File: src/logic/ssr_defs.vh
`ifndef SSR_DEFS_VH
`define SSR_DEFS_VH
// Register byte addresses.
`define SSR_A_CTRL1 8'h00
`define SSR_A_DATA 8'h04
`define SSR_A_CTRL2 8'h08
`define SSR_A_SADR 8'h0c
`define SSR_A_SRST 8'h10
// Field positions.
`define SSR_F_BITCNT 7:5
`define SSR_B_ACKMODE 4
`define SSR_F_SADR 7:1
`define SSR_F_CMD 7:4
`define SSR_B_DIR 6
`define SSR_B_REL 4
`define SSR_B_SRST 0
// Commands in the top nibble of control_two.
`define SSR_CMD_START 4'hf
`define SSR_CMD_STOP 4'hd
`define SSR_CMD_RESTART 4'h1
// Word lengths, special addresses and line levels.
`define SSR_BITCNT_FULL 3'h0
`define SSR_NBITS_FULL 4'h8
`define SSR_ADDR_LAST 4'h7
`define SSR_GC_ADDR 7'h00
`define SSR_LINE_IDLE 1'b1
// Reset values.
`define SSR_RST_BITCNT 3'h0
`define SSR_RST_BYTE 8'h00
`define SSR_RST_SADR 7'h00
`define SSR_RST_CNT 4'h0
`define SSR_RST_DIV 10'h000
// Timing: half of a standard-mode clock period.
`define SSR_CLK_MHZ 100
`define SSR_HALF_NS 5000
`define SSR_HALF_CYC ((`SSR_HALF_NS * `SSR_CLK_MHZ + 999) / 1000)
`endif

File: src/logic/ssr_sync.v
`default_nettype none
`include "ssr_defs.vh"
module ssr_sync (
    input wire ref_clk, // System clock.
    input wire sys_rst, // Synchronous reset, active high.
    input wire ce, // Clock enable.
    input wire [1:0] din, // Asynchronous line levels.
    output wire [1:0] dout // Synchronised line levels.
);

genvar i;
generate
    for (i = 0; i < 2; i = i + 1) begin : g_bit
        reg s1_reg;
        reg s2_reg;
        always @(posedge ref_clk) begin
            if (sys_rst) begin
                s1_reg <= `SSR_LINE_IDLE;
                s2_reg <= `SSR_LINE_IDLE;
            end else if (ce) begin
                s1_reg <= din[i];
                s2_reg <= s1_reg;
            end
        end
        assign dout[i] = s2_reg;
    end
endgenerate

endmodule // ssr_sync
`default_nettype wire

File: src/logic/ssr_edge.v
`default_nettype none
`include "ssr_defs.vh"
module ssr_edge (
    input wire ref_clk, // System clock.
    input wire sys_rst, // Synchronous reset, active high.
    input wire ce, // Clock enable.
    input wire scl, // Synchronised clock line.
    input wire sda, // Synchronised data line.
    output wire scl_rise, // Clock line rose.
    output wire scl_fall, // Clock line fell.
    output wire start_det, // Data fell while clock high.
    output wire stop_det // Data rose while clock high.
);

reg scl_p_reg;
reg sda_p_reg;

always @(posedge ref_clk) begin
    if (sys_rst) begin
        scl_p_reg <= `SSR_LINE_IDLE;
        sda_p_reg <= `SSR_LINE_IDLE;
    end else if (ce) begin
        scl_p_reg <= scl;
        sda_p_reg <= sda;
    end
end

assign scl_rise = ce & scl & ~scl_p_reg;
assign scl_fall = ce & ~scl & scl_p_reg;
assign start_det = ce & scl & scl_p_reg & sda_p_reg & ~sda;
assign stop_det = ce & scl & scl_p_reg & ~sda_p_reg & sda;

endmodule // ssr_edge
`default_nettype wire

File: src/logic/ssr_top.v
`default_nettype none
`include "ssr_defs.vh"
module ssr_top (
    input wire ref_clk, // System clock, 100 MHz.
    input wire sys_rst, // Synchronous reset, active high.
    input wire ce, // Clock enable, freezes all state.
    input wire [7:0] reg_addr, // Register byte address.
    input wire [7:0] reg_wdata, // Register write data.
    input wire reg_wr, // Write strobe.
    input wire reg_rd, // Read strobe.
    output wire [7:0] reg_rdata, // Read data, cycle after the strobe.
    output wire transfer_irq, // One-cycle pulse at word end.
    input wire clock_line_pad_in, // Clock line level.
    output wire clock_line_pad_out, // Clock drive value, low.
    output wire clock_line_pad_oe, // High while pulling clock low.
    input wire data_line_pad_in, // Data line level.
    output wire data_line_pad_out, // Data drive value, low.
    output wire data_line_pad_oe // High while pulling data low.
);

localparam [2:0] M_IDLE = 3'h0;
localparam [2:0] M_START = 3'h1;
localparam [2:0] M_LOW = 3'h2;
localparam [2:0] M_HIGH = 3'h3;
localparam [2:0] M_STOPA = 3'h4;
localparam [2:0] M_STOPB = 3'h5;
localparam [2:0] M_RREL = 3'h6;
localparam integer HALF_I = `SSR_HALF_CYC;
localparam [9:0] HALF_M1 = HALF_I[9:0] - 10'h001;

reg [7:0] rdata_reg;
reg irq_reg;
reg scl_oe_reg;
reg sda_oe_reg;
reg pad_out_reg;
reg [2:0] bit_count_reg;
reg ack_mode_reg;
reg [6:0] sadr_reg;
reg [7:0] tx_reg;
reg [7:0] rx_reg;
reg [7:0] sh_reg;
reg master_select_reg;
reg transmit_dir_reg;
reg bus_busy_reg;
reg service_release_reg;
reg arb_lost_reg;
reg addressed_reg;
reg general_call_reg;
reg last_rx_bit_reg;
reg restart_reg;
reg active_reg;
reg adr_ph_reg;
reg done_reg;
reg hit_reg;
reg gcm_reg;
reg slave_hit_reg;
reg [3:0] cnt_reg;
reg [2:0] mst_reg;
reg [9:0] div_reg;

wire [1:0] line_s;
wire scl_s;
wire sda_s;
wire scl_rise;
wire scl_fall;
wire start_det;
wire stop_det;

ssr_sync u_sync (
    .ref_clk(ref_clk),
    .sys_rst(sys_rst),
    .ce(ce),
    .din({clock_line_pad_in, data_line_pad_in}),
    .dout(line_s)
);

assign scl_s = line_s[1];
assign sda_s = line_s[0];

ssr_edge u_edge (
    .ref_clk(ref_clk),
    .sys_rst(sys_rst),
    .ce(ce),
    .scl(scl_s),
    .sda(sda_s),
    .scl_rise(scl_rise),
    .scl_fall(scl_fall),
    .start_det(start_det),
    .stop_det(stop_det)
);

wire wr_c1 = reg_wr & (reg_addr == `SSR_A_CTRL1);
wire wr_dat = reg_wr & (reg_addr == `SSR_A_DATA);
wire rd_dat = reg_rd & (reg_addr == `SSR_A_DATA);
wire wr_c2 = reg_wr & (reg_addr == `SSR_A_CTRL2);
wire wr_sa = reg_wr & (reg_addr == `SSR_A_SADR);
wire soft_rst = reg_wr & (reg_addr == `SSR_A_SRST) & reg_wdata[`SSR_B_SRST];
wire [3:0] cmd = reg_wdata[`SSR_F_CMD];
wire cmd_start = wr_c2 & (cmd == `SSR_CMD_START) & ~bus_busy_reg;
wire cmd_stop = wr_c2 & (cmd == `SSR_CMD_STOP) & bus_busy_reg;
wire cmd_rs = wr_c2 & (cmd == `SSR_CMD_RESTART) & master_select_reg;
wire rel_c2 = wr_c2 & reg_wdata[`SSR_B_REL] & ~cmd_stop & ~cmd_rs;
wire rel_go = ~service_release_reg & ~cmd_start &
    (wr_dat | rd_dat | rel_c2);
wire [7:0] rel_sh = wr_dat ? reg_wdata : tx_reg;
wire rel_dir = wr_c2 ? reg_wdata[`SSR_B_DIR] : transmit_dir_reg;
wire [3:0] nbits = (adr_ph_reg | bit_count_reg == `SSR_BITCNT_FULL) ?
    `SSR_NBITS_FULL : {1'b0, bit_count_reg};
wire ack_en = adr_ph_reg | ack_mode_reg;
wire [3:0] last_bit = ack_en ? nbits : nbits - 4'h1;
wire in_data = cnt_reg < nbits;
wire talker = master_select_reg | slave_hit_reg;
wire arb_now = active_reg & scl_rise & ~done_reg & in_data &
    master_select_reg & transmit_dir_reg & sh_reg[7] & ~sda_s;
wire [7:0] adr_byte = {sh_reg[6:0], sda_s};
wire adr_gc = adr_byte[7:1] == `SSR_GC_ADDR;
wire adr_hit = (adr_byte[7:1] == sadr_reg) | adr_gc;
wire half_done = div_reg == HALF_M1;
wire m_scl_low = (mst_reg == M_LOW) | (mst_reg == M_STOPA);
wire [7:0] status = {master_select_reg, transmit_dir_reg, bus_busy_reg,
    service_release_reg, arb_lost_reg, addressed_reg, general_call_reg,
    last_rx_bit_reg};

assign reg_rdata = rdata_reg;
assign transfer_irq = irq_reg;
assign clock_line_pad_out = pad_out_reg;
assign clock_line_pad_oe = scl_oe_reg;
assign data_line_pad_out = pad_out_reg;
assign data_line_pad_oe = sda_oe_reg;

// Configuration survives the software reset.
always @(posedge ref_clk) begin
    if (sys_rst) begin
        bit_count_reg <= `SSR_RST_BITCNT;
        ack_mode_reg <= 1'b0;
        sadr_reg <= `SSR_RST_SADR;
        tx_reg <= `SSR_RST_BYTE;
    end else if (ce) begin
        if (wr_c1) begin
            bit_count_reg <= reg_wdata[`SSR_F_BITCNT];
            ack_mode_reg <= reg_wdata[`SSR_B_ACKMODE];
        end
        if (wr_sa) begin
            sadr_reg <= reg_wdata[`SSR_F_SADR];
        end
        if (wr_dat) begin
            tx_reg <= reg_wdata;
        end
    end
end

always @(posedge ref_clk) begin
    if (sys_rst) begin
        rdata_reg <= `SSR_RST_BYTE;
    end else if (ce) begin
        rdata_reg <= `SSR_RST_BYTE;
        if (reg_rd) begin
            case (reg_addr)
                `SSR_A_CTRL1: begin
                    rdata_reg <= {bit_count_reg, ack_mode_reg, 4'h0};
                end
                `SSR_A_DATA: begin
                    rdata_reg <= rx_reg;
                end
                `SSR_A_CTRL2: begin
                    rdata_reg <= status;
                end
                `SSR_A_SADR: begin
                    rdata_reg <= {sadr_reg, 1'b0};
                end
                default: begin
                    rdata_reg <= `SSR_RST_BYTE;
                end
            endcase
        end
    end
end

always @(posedge ref_clk) begin
    if (sys_rst | (ce & soft_rst)) begin
        irq_reg <= 1'b0;
        scl_oe_reg <= 1'b0;
        sda_oe_reg <= 1'b0;
        pad_out_reg <= 1'b0;
        rx_reg <= `SSR_RST_BYTE;
        sh_reg <= `SSR_RST_BYTE;
        master_select_reg <= 1'b0;
        transmit_dir_reg <= 1'b0;
        bus_busy_reg <= 1'b0;
        service_release_reg <= 1'b1;
        arb_lost_reg <= 1'b0;
        addressed_reg <= 1'b0;
        general_call_reg <= 1'b0;
        last_rx_bit_reg <= 1'b0;
        restart_reg <= 1'b0;
        active_reg <= 1'b0;
        adr_ph_reg <= 1'b0;
        done_reg <= 1'b0;
        hit_reg <= 1'b0;
        gcm_reg <= 1'b0;
        slave_hit_reg <= 1'b0;
        cnt_reg <= `SSR_RST_CNT;
        mst_reg <= M_IDLE;
        div_reg <= `SSR_RST_DIV;
    end else if (ce) begin
        irq_reg <= 1'b0;
        // Clock is pulled low by the master phases or a pending word.
        scl_oe_reg <= m_scl_low | (active_reg & ~service_release_reg);
        case (mst_reg)
            M_IDLE: begin
                div_reg <= `SSR_RST_DIV;
            end
            M_START: begin
                sda_oe_reg <= 1'b1;
                div_reg <= div_reg + 10'h001;
                if (half_done) begin
                    mst_reg <= M_LOW;
                    div_reg <= `SSR_RST_DIV;
                end
            end
            M_LOW: begin
                if (!half_done) begin
                    div_reg <= div_reg + 10'h001;
                end else if (service_release_reg) begin
                    mst_reg <= M_HIGH;
                    div_reg <= `SSR_RST_DIV;
                end
            end
            M_HIGH: begin
                div_reg <= div_reg + 10'h001;
                if (!scl_s) begin
                    div_reg <= `SSR_RST_DIV;
                end else if (half_done) begin
                    mst_reg <= M_LOW;
                    div_reg <= `SSR_RST_DIV;
                end
            end
            M_STOPA: begin
                sda_oe_reg <= 1'b1;
                div_reg <= div_reg + 10'h001;
                if (half_done) begin
                    mst_reg <= M_STOPB;
                    div_reg <= `SSR_RST_DIV;
                end
            end
            M_STOPB: begin
                // Held data low until the clock has been seen high for half a period.
                div_reg <= div_reg + 10'h001;
                if (!scl_s) begin
                    div_reg <= `SSR_RST_DIV;
                end else if (half_done) begin
                    sda_oe_reg <= 1'b0;
                    mst_reg <= M_IDLE;
                end
            end
            M_RREL: begin
                sda_oe_reg <= 1'b0;
                if (scl_s) begin
                    bus_busy_reg <= 1'b0;
                    restart_reg <= 1'b1;
                    mst_reg <= M_IDLE;
                end
            end
            default: begin
                mst_reg <= M_IDLE;
            end
        endcase
        if (active_reg & scl_rise & ~done_reg) begin
            if (in_data) begin
                sh_reg <= adr_byte;
            end
            if (arb_now) begin
                arb_lost_reg <= 1'b1;
                master_select_reg <= 1'b0;
                transmit_dir_reg <= 1'b0;
                mst_reg <= M_IDLE;
                sda_oe_reg <= 1'b0;
            end
            if (adr_ph_reg & (cnt_reg == `SSR_ADDR_LAST) &
                (~master_select_reg | arb_now)) begin
                hit_reg <= adr_hit;
                gcm_reg <= adr_gc;
            end
            if (cnt_reg == last_bit) begin
                done_reg <= 1'b1;
                last_rx_bit_reg <= sda_s;
                if (adr_ph_reg & master_select_reg & ~sda_s) begin
                    transmit_dir_reg <= ~sh_reg[0];
                end
                if (adr_ph_reg & ~master_select_reg & hit_reg) begin
                    addressed_reg <= 1'b1;
                    slave_hit_reg <= 1'b1;
                    general_call_reg <= gcm_reg;
                    transmit_dir_reg <= ~gcm_reg & sh_reg[0];
                end
            end else begin
                cnt_reg <= cnt_reg + 4'h1;
            end
        end
        if (active_reg & scl_fall) begin
            if (done_reg) begin
                // Word end: report and stretch the clock.
                done_reg <= 1'b0;
                service_release_reg <= 1'b0;
                irq_reg <= 1'b1;
                rx_reg <= sh_reg;
                adr_ph_reg <= 1'b0;
                sda_oe_reg <= 1'b0;
            end else if (in_data) begin
                sda_oe_reg <= transmit_dir_reg & talker & ~sh_reg[7];
            end else if (adr_ph_reg) begin
                sda_oe_reg <= ~master_select_reg & hit_reg;
                if (~master_select_reg & ~hit_reg & ~arb_lost_reg) begin
                    active_reg <= 1'b0;
                end
            end else begin
                sda_oe_reg <= ~transmit_dir_reg & talker;
            end
        end
        if (rel_go) begin
            service_release_reg <= 1'b1;
            cnt_reg <= `SSR_RST_CNT;
            done_reg <= 1'b0;
            arb_lost_reg <= 1'b0;
            addressed_reg <= 1'b0;
            general_call_reg <= 1'b0;
            sh_reg <= rel_sh;
            transmit_dir_reg <= rel_dir;
            sda_oe_reg <= rel_dir & talker & ~rel_sh[7];
            if (arb_lost_reg & ~slave_hit_reg) begin
                active_reg <= 1'b0;
            end
        end
        if (restart_reg) begin
            last_rx_bit_reg <= scl_s;
        end
        if (start_det) begin
            bus_busy_reg <= 1'b1;
            active_reg <= 1'b1;
            adr_ph_reg <= 1'b1;
            cnt_reg <= `SSR_RST_CNT;
            done_reg <= 1'b0;
            arb_lost_reg <= 1'b0;
            addressed_reg <= 1'b0;
            general_call_reg <= 1'b0;
            slave_hit_reg <= 1'b0;
            hit_reg <= 1'b0;
            restart_reg <= 1'b0;
        end
        if (stop_det) begin
            bus_busy_reg <= 1'b0;
            active_reg <= 1'b0;
            master_select_reg <= 1'b0;
            transmit_dir_reg <= 1'b0;
            arb_lost_reg <= 1'b0;
            addressed_reg <= 1'b0;
            general_call_reg <= 1'b0;
            slave_hit_reg <= 1'b0;
            service_release_reg <= 1'b1;
            sda_oe_reg <= 1'b0;
            mst_reg <= M_IDLE;
        end
        if (cmd_start) begin
            master_select_reg <= 1'b1;
            transmit_dir_reg <= 1'b1;
            service_release_reg <= 1'b1;
            sh_reg <= tx_reg;
            restart_reg <= 1'b0;
            mst_reg <= M_START;
            div_reg <= `SSR_RST_DIV;
        end
        if (cmd_stop) begin
            service_release_reg <= 1'b1;
            active_reg <= 1'b0;
            mst_reg <= M_STOPA;
            div_reg <= `SSR_RST_DIV;
        end
        if (cmd_rs) begin
            // Bus is marked free once the clock is high, though no stop is sent.
            master_select_reg <= 1'b0;
            transmit_dir_reg <= 1'b0;
            service_release_reg <= 1'b1;
            active_reg <= 1'b0;
            mst_reg <= M_RREL;
        end
    end
end

endmodule // ssr_top
`default_nettype wire

File: config.mk
export PLATFORM = sky130hd
export DESIGN_NAME = ssr_top
export DESIGN_NICKNAME = d
export VERILOG_FILES = /design/src/logic/ssr_sync.v /design/src/logic/ssr_edge.v /design/src/logic/ssr_top.v
export VERILOG_INCLUDE_DIRS = /design/src /design/src/logic
export SDC_FILE = /design/constraint.sdc
export NUM_CORES = 1
export LEC_CHECK = 0
export ABC_AREA = 1
export BUFFER_PORTS_ARGS = -buffer_cell sky130_fd_sc_hd__buf_4
export CAP_MARGIN = 20
export CORE_UTILIZATION = 30
export DETAILED_ROUTE_END_ITERATION = 16
export PLACE_DENSITY = 0.43
export SLEW_MARGIN = 10
export SYNTH_ARGS = -nofsm -noshare
export SYNTH_HDL_FRONTEND = slang
export SYNTH_SLANG_ARGS = --single-unit
File: constraint.sdc
create_clock -name ref_clk -period 2.8 [get_ports ref_clk]
set_clock_uncertainty 0.2 [all_clocks]
set_input_delay 0.56 -clock ref_clk [delete_from_list [all_inputs] [get_ports ref_clk]]
set_output_delay 0.56 -clock ref_clk [all_outputs]
set_load 0.01 [all_outputs]
==> results.md, run 1 <==
- Total grt overflow: 0
- Number of unique standard cell types used by synthesis: 50
- Nets@finish: 803
- Weighted congestion at the end of routability-driven global placement: 0.863
- Diodes inserted: 0
- Total length of routed wires: 16000 µm
- Num CTS Buffers: 9
- Wire length of the first global-routing pass: 25800 µm
- Wire length per cell after detailed routing: 16.1 µm
- Type of element launching the critical path: register
- Count of mapped cells out of synthesis: 731
- Share of the cycle needed by the critical path after routing: 86.5%
- Initial DRT Pass Iterations: 5
- RSZ-0062 raised after global routing: no
- Via density per instance: 4.89
- IO Port Bufs: 33
- Clock root cell: clkbuf_16
- Layout Area Growth over Synthesis: 18.0%
- Category of the most critical setup path: reg -> reg
- DR DRC count: 0
- Maximum achievable frequency: 413 MHz
- Core footprint: 15900 µm²
- Initial core utilization: 30.8%
- Pins Over Slew Limit: 0
- Register bit count reported by yosys: 84
- Clock tree from TritonCTS: done
- Clock Latency Late Sink: 0.35 ns
- Leading post-synthesis cells by cell area: dfxtp_1, nand2_1, inv_1, o21ai_0, a21oi_1
- Hold Path Depth: 3
- Overall die width: 130 µm
- Number of cells on the worst reg-to-reg path: 14
- Vias in the first global route: 4711
- Height of the die: 130 µm
- # placed instances: 979
- Number of vias in the routed layout: 4864
- Antenna-violating nets left: 0
- Crit-path max FO: 5
- CTS Hold Buffers Added: 0
- Clock share of power: 45.1%
- Setup_tns: 0 ns
- Logic pwr share: 9.4%
- HP Class: in -> reg
- Cell taking the most area after synthesis: dfxtp_1
- Number of hold violations in the final report: 0
- Clock sink count: 84
- Number of antenna violations at the first check in global routing: 0
- Cell internal pwr: 0.00201 W
- Critical path data required time: 2.84 ns
- Status: completed
- Clock-pin slew on the worst setup and hold paths: 0.07 ns
- PD cells: 472 nW/µm²
- Register share of total power: 45.5%
- Rows: 46
- Fin crit period: 2.42 ns
- Die area: 16900 µm²
- Buffers from clock root to sink, at most: 2
- Number of flip-flops in the largest register: 10
- Top-Level Pins: 36
- Overall routing resource usage: 20.5%
- Share of the synthesized area in the top cell type: 34.3%
- Count of buffers added by post-CTS timing repair for setup: 0
- Count of yosys warnings during synthesis: 0
- DRC marker count from the first detailed-route iteration: 288
- Kind of end point of the critical path: register
- Share of final-layout standard cells stronger than drive strength 1: 13.9%
- Peak VDD IR: 0.269 mV
- Synthesized area per cell: 6.71 µm²
- H-tree lvl count: 3
- Share of the yosys chip area belonging to registers: 34.3%
- Post-synth design cell area: 4900 µm²
- Number of resized instances in the post-cts repair step: 0
- Worst slew slack as a fraction of its limit: 58.8%
- Actual slew at the worst max-slew pin: 0.617 ns
- Total of endpoints with negative setup slack in the final report: 0
- Pin count of the biggest net entering global routing: 33
- # Max-Cap Violations: 0
- HPWL after detailed placement: 12400 µm
- Non-filler cells, final: 995
- Endpoint arrival time on the critical path: 2.46 ns
- Reported leakage power: 2.45 nW
- Sw Ratio: 26.5%
- Power dissipated by switching net loads: 0.000724 W
## metal layers
| metal | vias up | share of wire (%) | wire (µm) | global-route usage [%] |
|---|---|---|---|---|
| met3 | 14 | 4.1 | 655 | 3.44 |
| met4 | 0 | 1.3 | 211 | 5.40 |
| met1 | 2246 | 49 | 7790 | 27.5 |
| li1 | 2508 | - | - | - |
| met5 | - | 0 | 0 | 0 |
| met2 | 96 | 46 | 7380 | 33.8 |
## worst paths after layout
kind | startpoint | to | slack (ns)
worst max-delay path | bit_count_reg[0] | addressed_reg | 0.38
worst min-delay path | clock_line_pad_in | u_sync.g_bit[1].s1_reg | 0.22
worst max register to register | bit_count_reg[0] | addressed_reg | 0.38
worst min register to register | rx_reg[2] | rx_reg[2] | 0.25
## kinds of logic (layout without fill, tap and decap cells)
family	after synthesis	after routing	share of synthesized area (%)
AO/OA/AOI/OAI	184	184	21.3
XOR/XNOR	13	13	2.32
adder cells (fa/ha/maj)	6	6	1.53
buffers and inverters	135	182	10.9
flip-flops	84	84	34.3
other	1	2	0.0765
AND/OR/NAND/NOR	308	308	29.5
## critical path, cell delays in order, from the launching register on
cell and delay, ns:
dfxtp_1 0.43, nor2_1 0.06, nand2_1 0.10, nand3_1 0.11, ha_1 0.29, nand2_1 0.09
nand2_1 0.06, nand2_1 0.05, nand3_1 0.08, nor2_2 0.18, nand3_1 0.16, o21ai_1 0.25
inv_1 0.12, nand3_1 0.08, a21oi_1 0.06
## layout make-up
| cell class | instances | area [µm²] |
|---|---|---|
| Multi-Input combinational cell | 513 | 2700 |
| Inverter | 113 | 428 |
| Fill cell | 1756 | 10200 |
| Clock inverter | 7 | 73.8 |
| Clock buffer | 9 | 225 |
| Tap cell | 216 | 270 |
| Timing Repair Buffer | 53 | 410 |
| Sequential cell | 84 | 1680 |
## through the flow
stage / util (%) / total power [W] / hold slack, ns / setup slack [ns] / cell area [µm²]
3_5_place_dp: 34.4 / 0.00153 / 0.243 / 0.0977 / 5490
5_1_grt: 36.3 / 0.00286 / 0.225 / 0.0499 / 5790
3_3_place_gp: 34.4 / 0.00152 / 0.238 / 0.172 / 5490
4_1_cts: 36.3 / 0.00276 / 0.215 / 0.240 / 5780
6_report: 36.3 / 0.00273 / 0.223 / 0.378 / 5790
2_1_floorplan: - / 0.00142 / 0.225 / 0.556 / 4910
## synthesized netlist by cell type, drive strengths merged
| cell | count |
|---|---|
| nand2 | 138 |
| inv | 112 |
| dfxtp | 84 |
| nor2 | 84 |
| o21ai | 81 |
| a21oi | 61 |
| nand3 | 46 |
| nor3 | 23 |
| clkbuf | 12 |
| o22ai | 11 |
| buf | 10 |
| xor2 | 10 |
| a31oi | 9 |
| nand4 | 8 |
| ha | 6 |
| o211ai | 6 |
| nor4 | 5 |
| a211oi | 4 |
| o311ai | 4 |
| xnor2 | 3 |
| nand3b | 2 |
| o2111ai | 2 |
| a21boi | 1 |
| a41oi | 1 |
| clkinv | 1 |
| conb | 1 |
| nor3b | 1 |
| o211a | 1 |
| o21a | 1 |
| o221ai | 1 |
| o32ai | 1 |
| or2 | 1 |
## placed cells by master, fill, tap and decap left out, types with 3 or more instances in the layout
master | Yosys | final
nand2_1 | 131 | 131
inv_1 | 109 | 109
dfxtp_1 | 84 | 84
nor2_1 | 76 | 75
o21ai_0 | 66 | 66
a21oi_1 | 59 | 59
buf_4 | 4 | 52
nand3_1 | 40 | 40
nor3_1 | 21 | 21
o21ai_1 | 11 | 11
o22ai_1 | 11 | 11
xor2_1 | 10 | 10
clkbuf_16 | 0 | 9
nand4_1 | 8 | 8
a31oi_1 | 9 | 8
nor2_2 | 5 | 6
o211ai_1 | 6 | 6
ha_1 | 6 | 6
nand2_2 | 5 | 5
nand3_2 | 4 | 4
o311ai_0 | 4 | 4
a211oi_1 | 4 | 4
nor2_4 | 3 | 3
o21ai_2 | 3 | 3
xnor2_1 | 3 | 3
nor4_1 | 3 | 3
clkinv_2 | 1 | 3
inv_6 | 0 | 3
## power groups by stage
stage	combinational [W]	sequential, W	clock [W]
global route	0.000289	0.00124	0.00132
finish	0.000257	0.00124	0.00123
floorplan	0.000155	0.00126	0
detailed placement	0.000258	0.00127	0
CTS	0.000258	0.00124	0.00127
global placement	0.000257	0.00127	0
Power figures use the tool's default switching activity.
==> inputs of run 2 (changes only) <==
CTS_BUF_LIST = sky130_fd_sc_hd__clkbuf_8 sky130_fd_sc_hd__clkbuf_16   (was default)
HOLD_SLACK_MARGIN = 0.03   (was default)
PLACE_DENSITY = 0.46   (was 0.43)
==> run 2 against run 1 <==
Effect of this change:
- utilization decreased by 0.12 points
- sequential power about the same
- sequential cell count unchanged
- clock power about the same
- first-iteration DRC count increased by 48%
- die area unchanged
- critical path type unchanged
- global-route usage decreased by 0.55 points
- register-to-register slack got worse by 0.05 ns
- hold slack improved by 0.0023 ns
- final area decreased by 0.32%
- largest cell class unchanged
- worst setup slack got worse by 0.053 ns
==> results.md, run 2 (synthesis results as in run 1) <==
- Buffers from clock root to sink, at most: 2
- Most common cell after layout, fill and taps aside: nand2_1
- Clock share of power: 45.7%
- DRC marker count from the first detailed-route iteration: 425
- Crit-path max FO: 9
- Vias in the first global route: 4689
- Num CTS Buffers: 9
- Total grt overflow: 0
- Worst setup slack before clock tree synthesis: 0.0625 ns
- Antenna-violating nets left: 0
- Pin count of the biggest net entering global routing: 33
- PD cells: 477 nW/µm²
- Power dissipated by switching net loads: 0.000740 W
- Number of resized instances in the post-cts repair step: 0
- Post-Route Hold Slack: 0.225 ns
- Number of antenna violations at the first check in global routing: 0
- Post-route total power: 0.00275 W
- Top-Level Pins: 36
- Smallest setup slack after layout: 0.325 ns
- Clock-pin slew on the worst setup and hold paths: 0.07 ns
- Share of the cycle needed by the critical path after routing: 88.4%
- Sequential cell area: 1680 µm²
- # placed instances: 976
- Clock sink count: 84
- Clock root cell: clkbuf_16
- Total of endpoints with negative setup slack in the final report: 0
- Via density per instance: 4.94
- Category of the most critical setup path: reg -> reg
- Fin crit period: 2.47 ns
- Layout Area Growth over Synthesis: 17.6%
- Register share of total power: 45.2%
- Peak VDD IR: 0.296 mV
- H-tree lvl count: 3
- IO Port Bufs: 33
- DR DRC count: 0
- Initial core utilization: 30.8%
- Multi-input logic area: 2700 µm²
- Weighted congestion at the end of routability-driven global placement: 0.840
- Die area: 16900 µm²
- Endpoint arrival time on the critical path: 2.56 ns
- Total length of routed wires: 15700 µm
- Height of the die: 130 µm
- Worst slew slack as a fraction of its limit: 59.3%
- Sw Ratio: 26.9%
- CTS Hold Buffers Added: 0
- RSZ-0062 raised after global routing: no
- Actual slew at the worst max-slew pin: 0.610 ns
- Share of final-layout standard cells stronger than drive strength 1: 13.4%
- HPWL after detailed placement: 12000 µm
- Rows: 46
- Type of element launching the critical path: register
- Setup_tns: 0 ns
- HP Class: in -> reg
- Non-filler cells, final: 992
- Maximum achievable frequency: 404 MHz
- Nets@finish: 800
- Core footprint: 15900 µm²
- Number of vias in the routed layout: 4905
- Wire length per cell after detailed routing: 15.8 µm
- Kind of end point of the critical path: register
- Pins Over Slew Limit: 0
- Logic pwr share: 9.2%
- Initial DRT Pass Iterations: 6
- Commonest cells after routing, fill and taps aside: nand2_1, inv_1, dfxtp_1
- Status: completed
- Wire length of the first global-routing pass: 25400 µm
- Number of fillers in the final layout: 1777
- Number of hold violations in the final report: 0
- Overall routing resource usage: 19.9%
- Number of flip-flops in the largest register: 10
- Clock Latency Late Sink: 0.35 ns
- Count of buffers added by post-CTS timing repair for setup: 0
- Overall die width: 130 µm
- # Max-Cap Violations: 0
- Clock tree from TritonCTS: done
- Reported leakage power: 2.44 nW
- Critical path data required time: 2.89 ns
- Diodes inserted: 0
- Cell internal pwr: 0.00201 W
==> run 2: cell types whose count changed in the layout (fill, tap and decap cells not counted), sizes merged <==
cell,change
buf,-3
clkinv,-2
clkinvlp,+1
inv,+1
==> run 2: worst max-delay path, stage by stage (launching register included) <==
cell,delay (ns)
dfxtp_1,0.37
nor2_1,0.11
nand2_1,0.10
nand2_1,0.12
inv_1,0.06
ha_1,0.28
a21oi_1,0.25
nand2_1,0.15
nor2_1,0.30
o21ai_4,0.17
inv_4,0.13
o21ai_1,0.07
nor2_1,0.10
==> run 2: metrics by stage <==
step | utilization, % | area, µm²
floorplan | - | 4910
global placement | 34.3 | 5460
detailed placement | 34.3 | 5460
CTS | 36.2 | 5770
global route | 36.2 | 5770
finish | 36.2 | 5770
==> run 2: layer usage <==
layer / part of all wire, % / global-route usage, % / up-vias / routed length, µm
met1: 50 / 28.6 / 2297 / 7760
met2: 45 / 31.3 / 99 / 7040
met5: 0 / 0 / - / 0
met4: 0.84 / 4.51 / 0 / 131
met3: 4.7 / 2.99 / 8 / 736
li1: - / - / 2501 / -
==> run 2: worst paths after layout <==
| check | startpoint | endpoint | slack, ns | cells after the start |
|---|---|---|---|---|
| hold / removal | clock_line_pad_in | u_sync.g_bit[1].s1_reg | 0.23 | 3 |
| hold reg to reg | rx_reg[4] | rx_reg[4] | 0.25 | 2 |
| setup reg to reg | bit_count_reg[0] | sh_reg[5] | 0.33 | 12 |
| setup / recovery | bit_count_reg[0] | sh_reg[5] | 0.33 | 12 |
==> run 2: cell type report <==
cell class | instances | area share [%]
Multi-Input combinational cell | 513 | 46.7
Sequential cell | 84 | 29.2
Inverter | 113 | 7.42
Timing Repair Buffer | 50 | 6.72
Tap cell | 216 | 4.69
Clock buffer | 9 | 3.90
Clock inverter | 7 | 1.39
==> run 2: power by group through the flow <==
stage | logic [W] | registers, W | clock network [W]
floorplan | 0.000155 | 0.00126 | 0
CTS | 0.000253 | 0.00124 | 0.00129
global route | 0.000281 | 0.00125 | 0.00134
finish | 0.000252 | 0.00124 | 0.00126
global placement | 0.000251 | 0.00127 | 0
detailed placement | 0.000251 | 0.00127 | 0
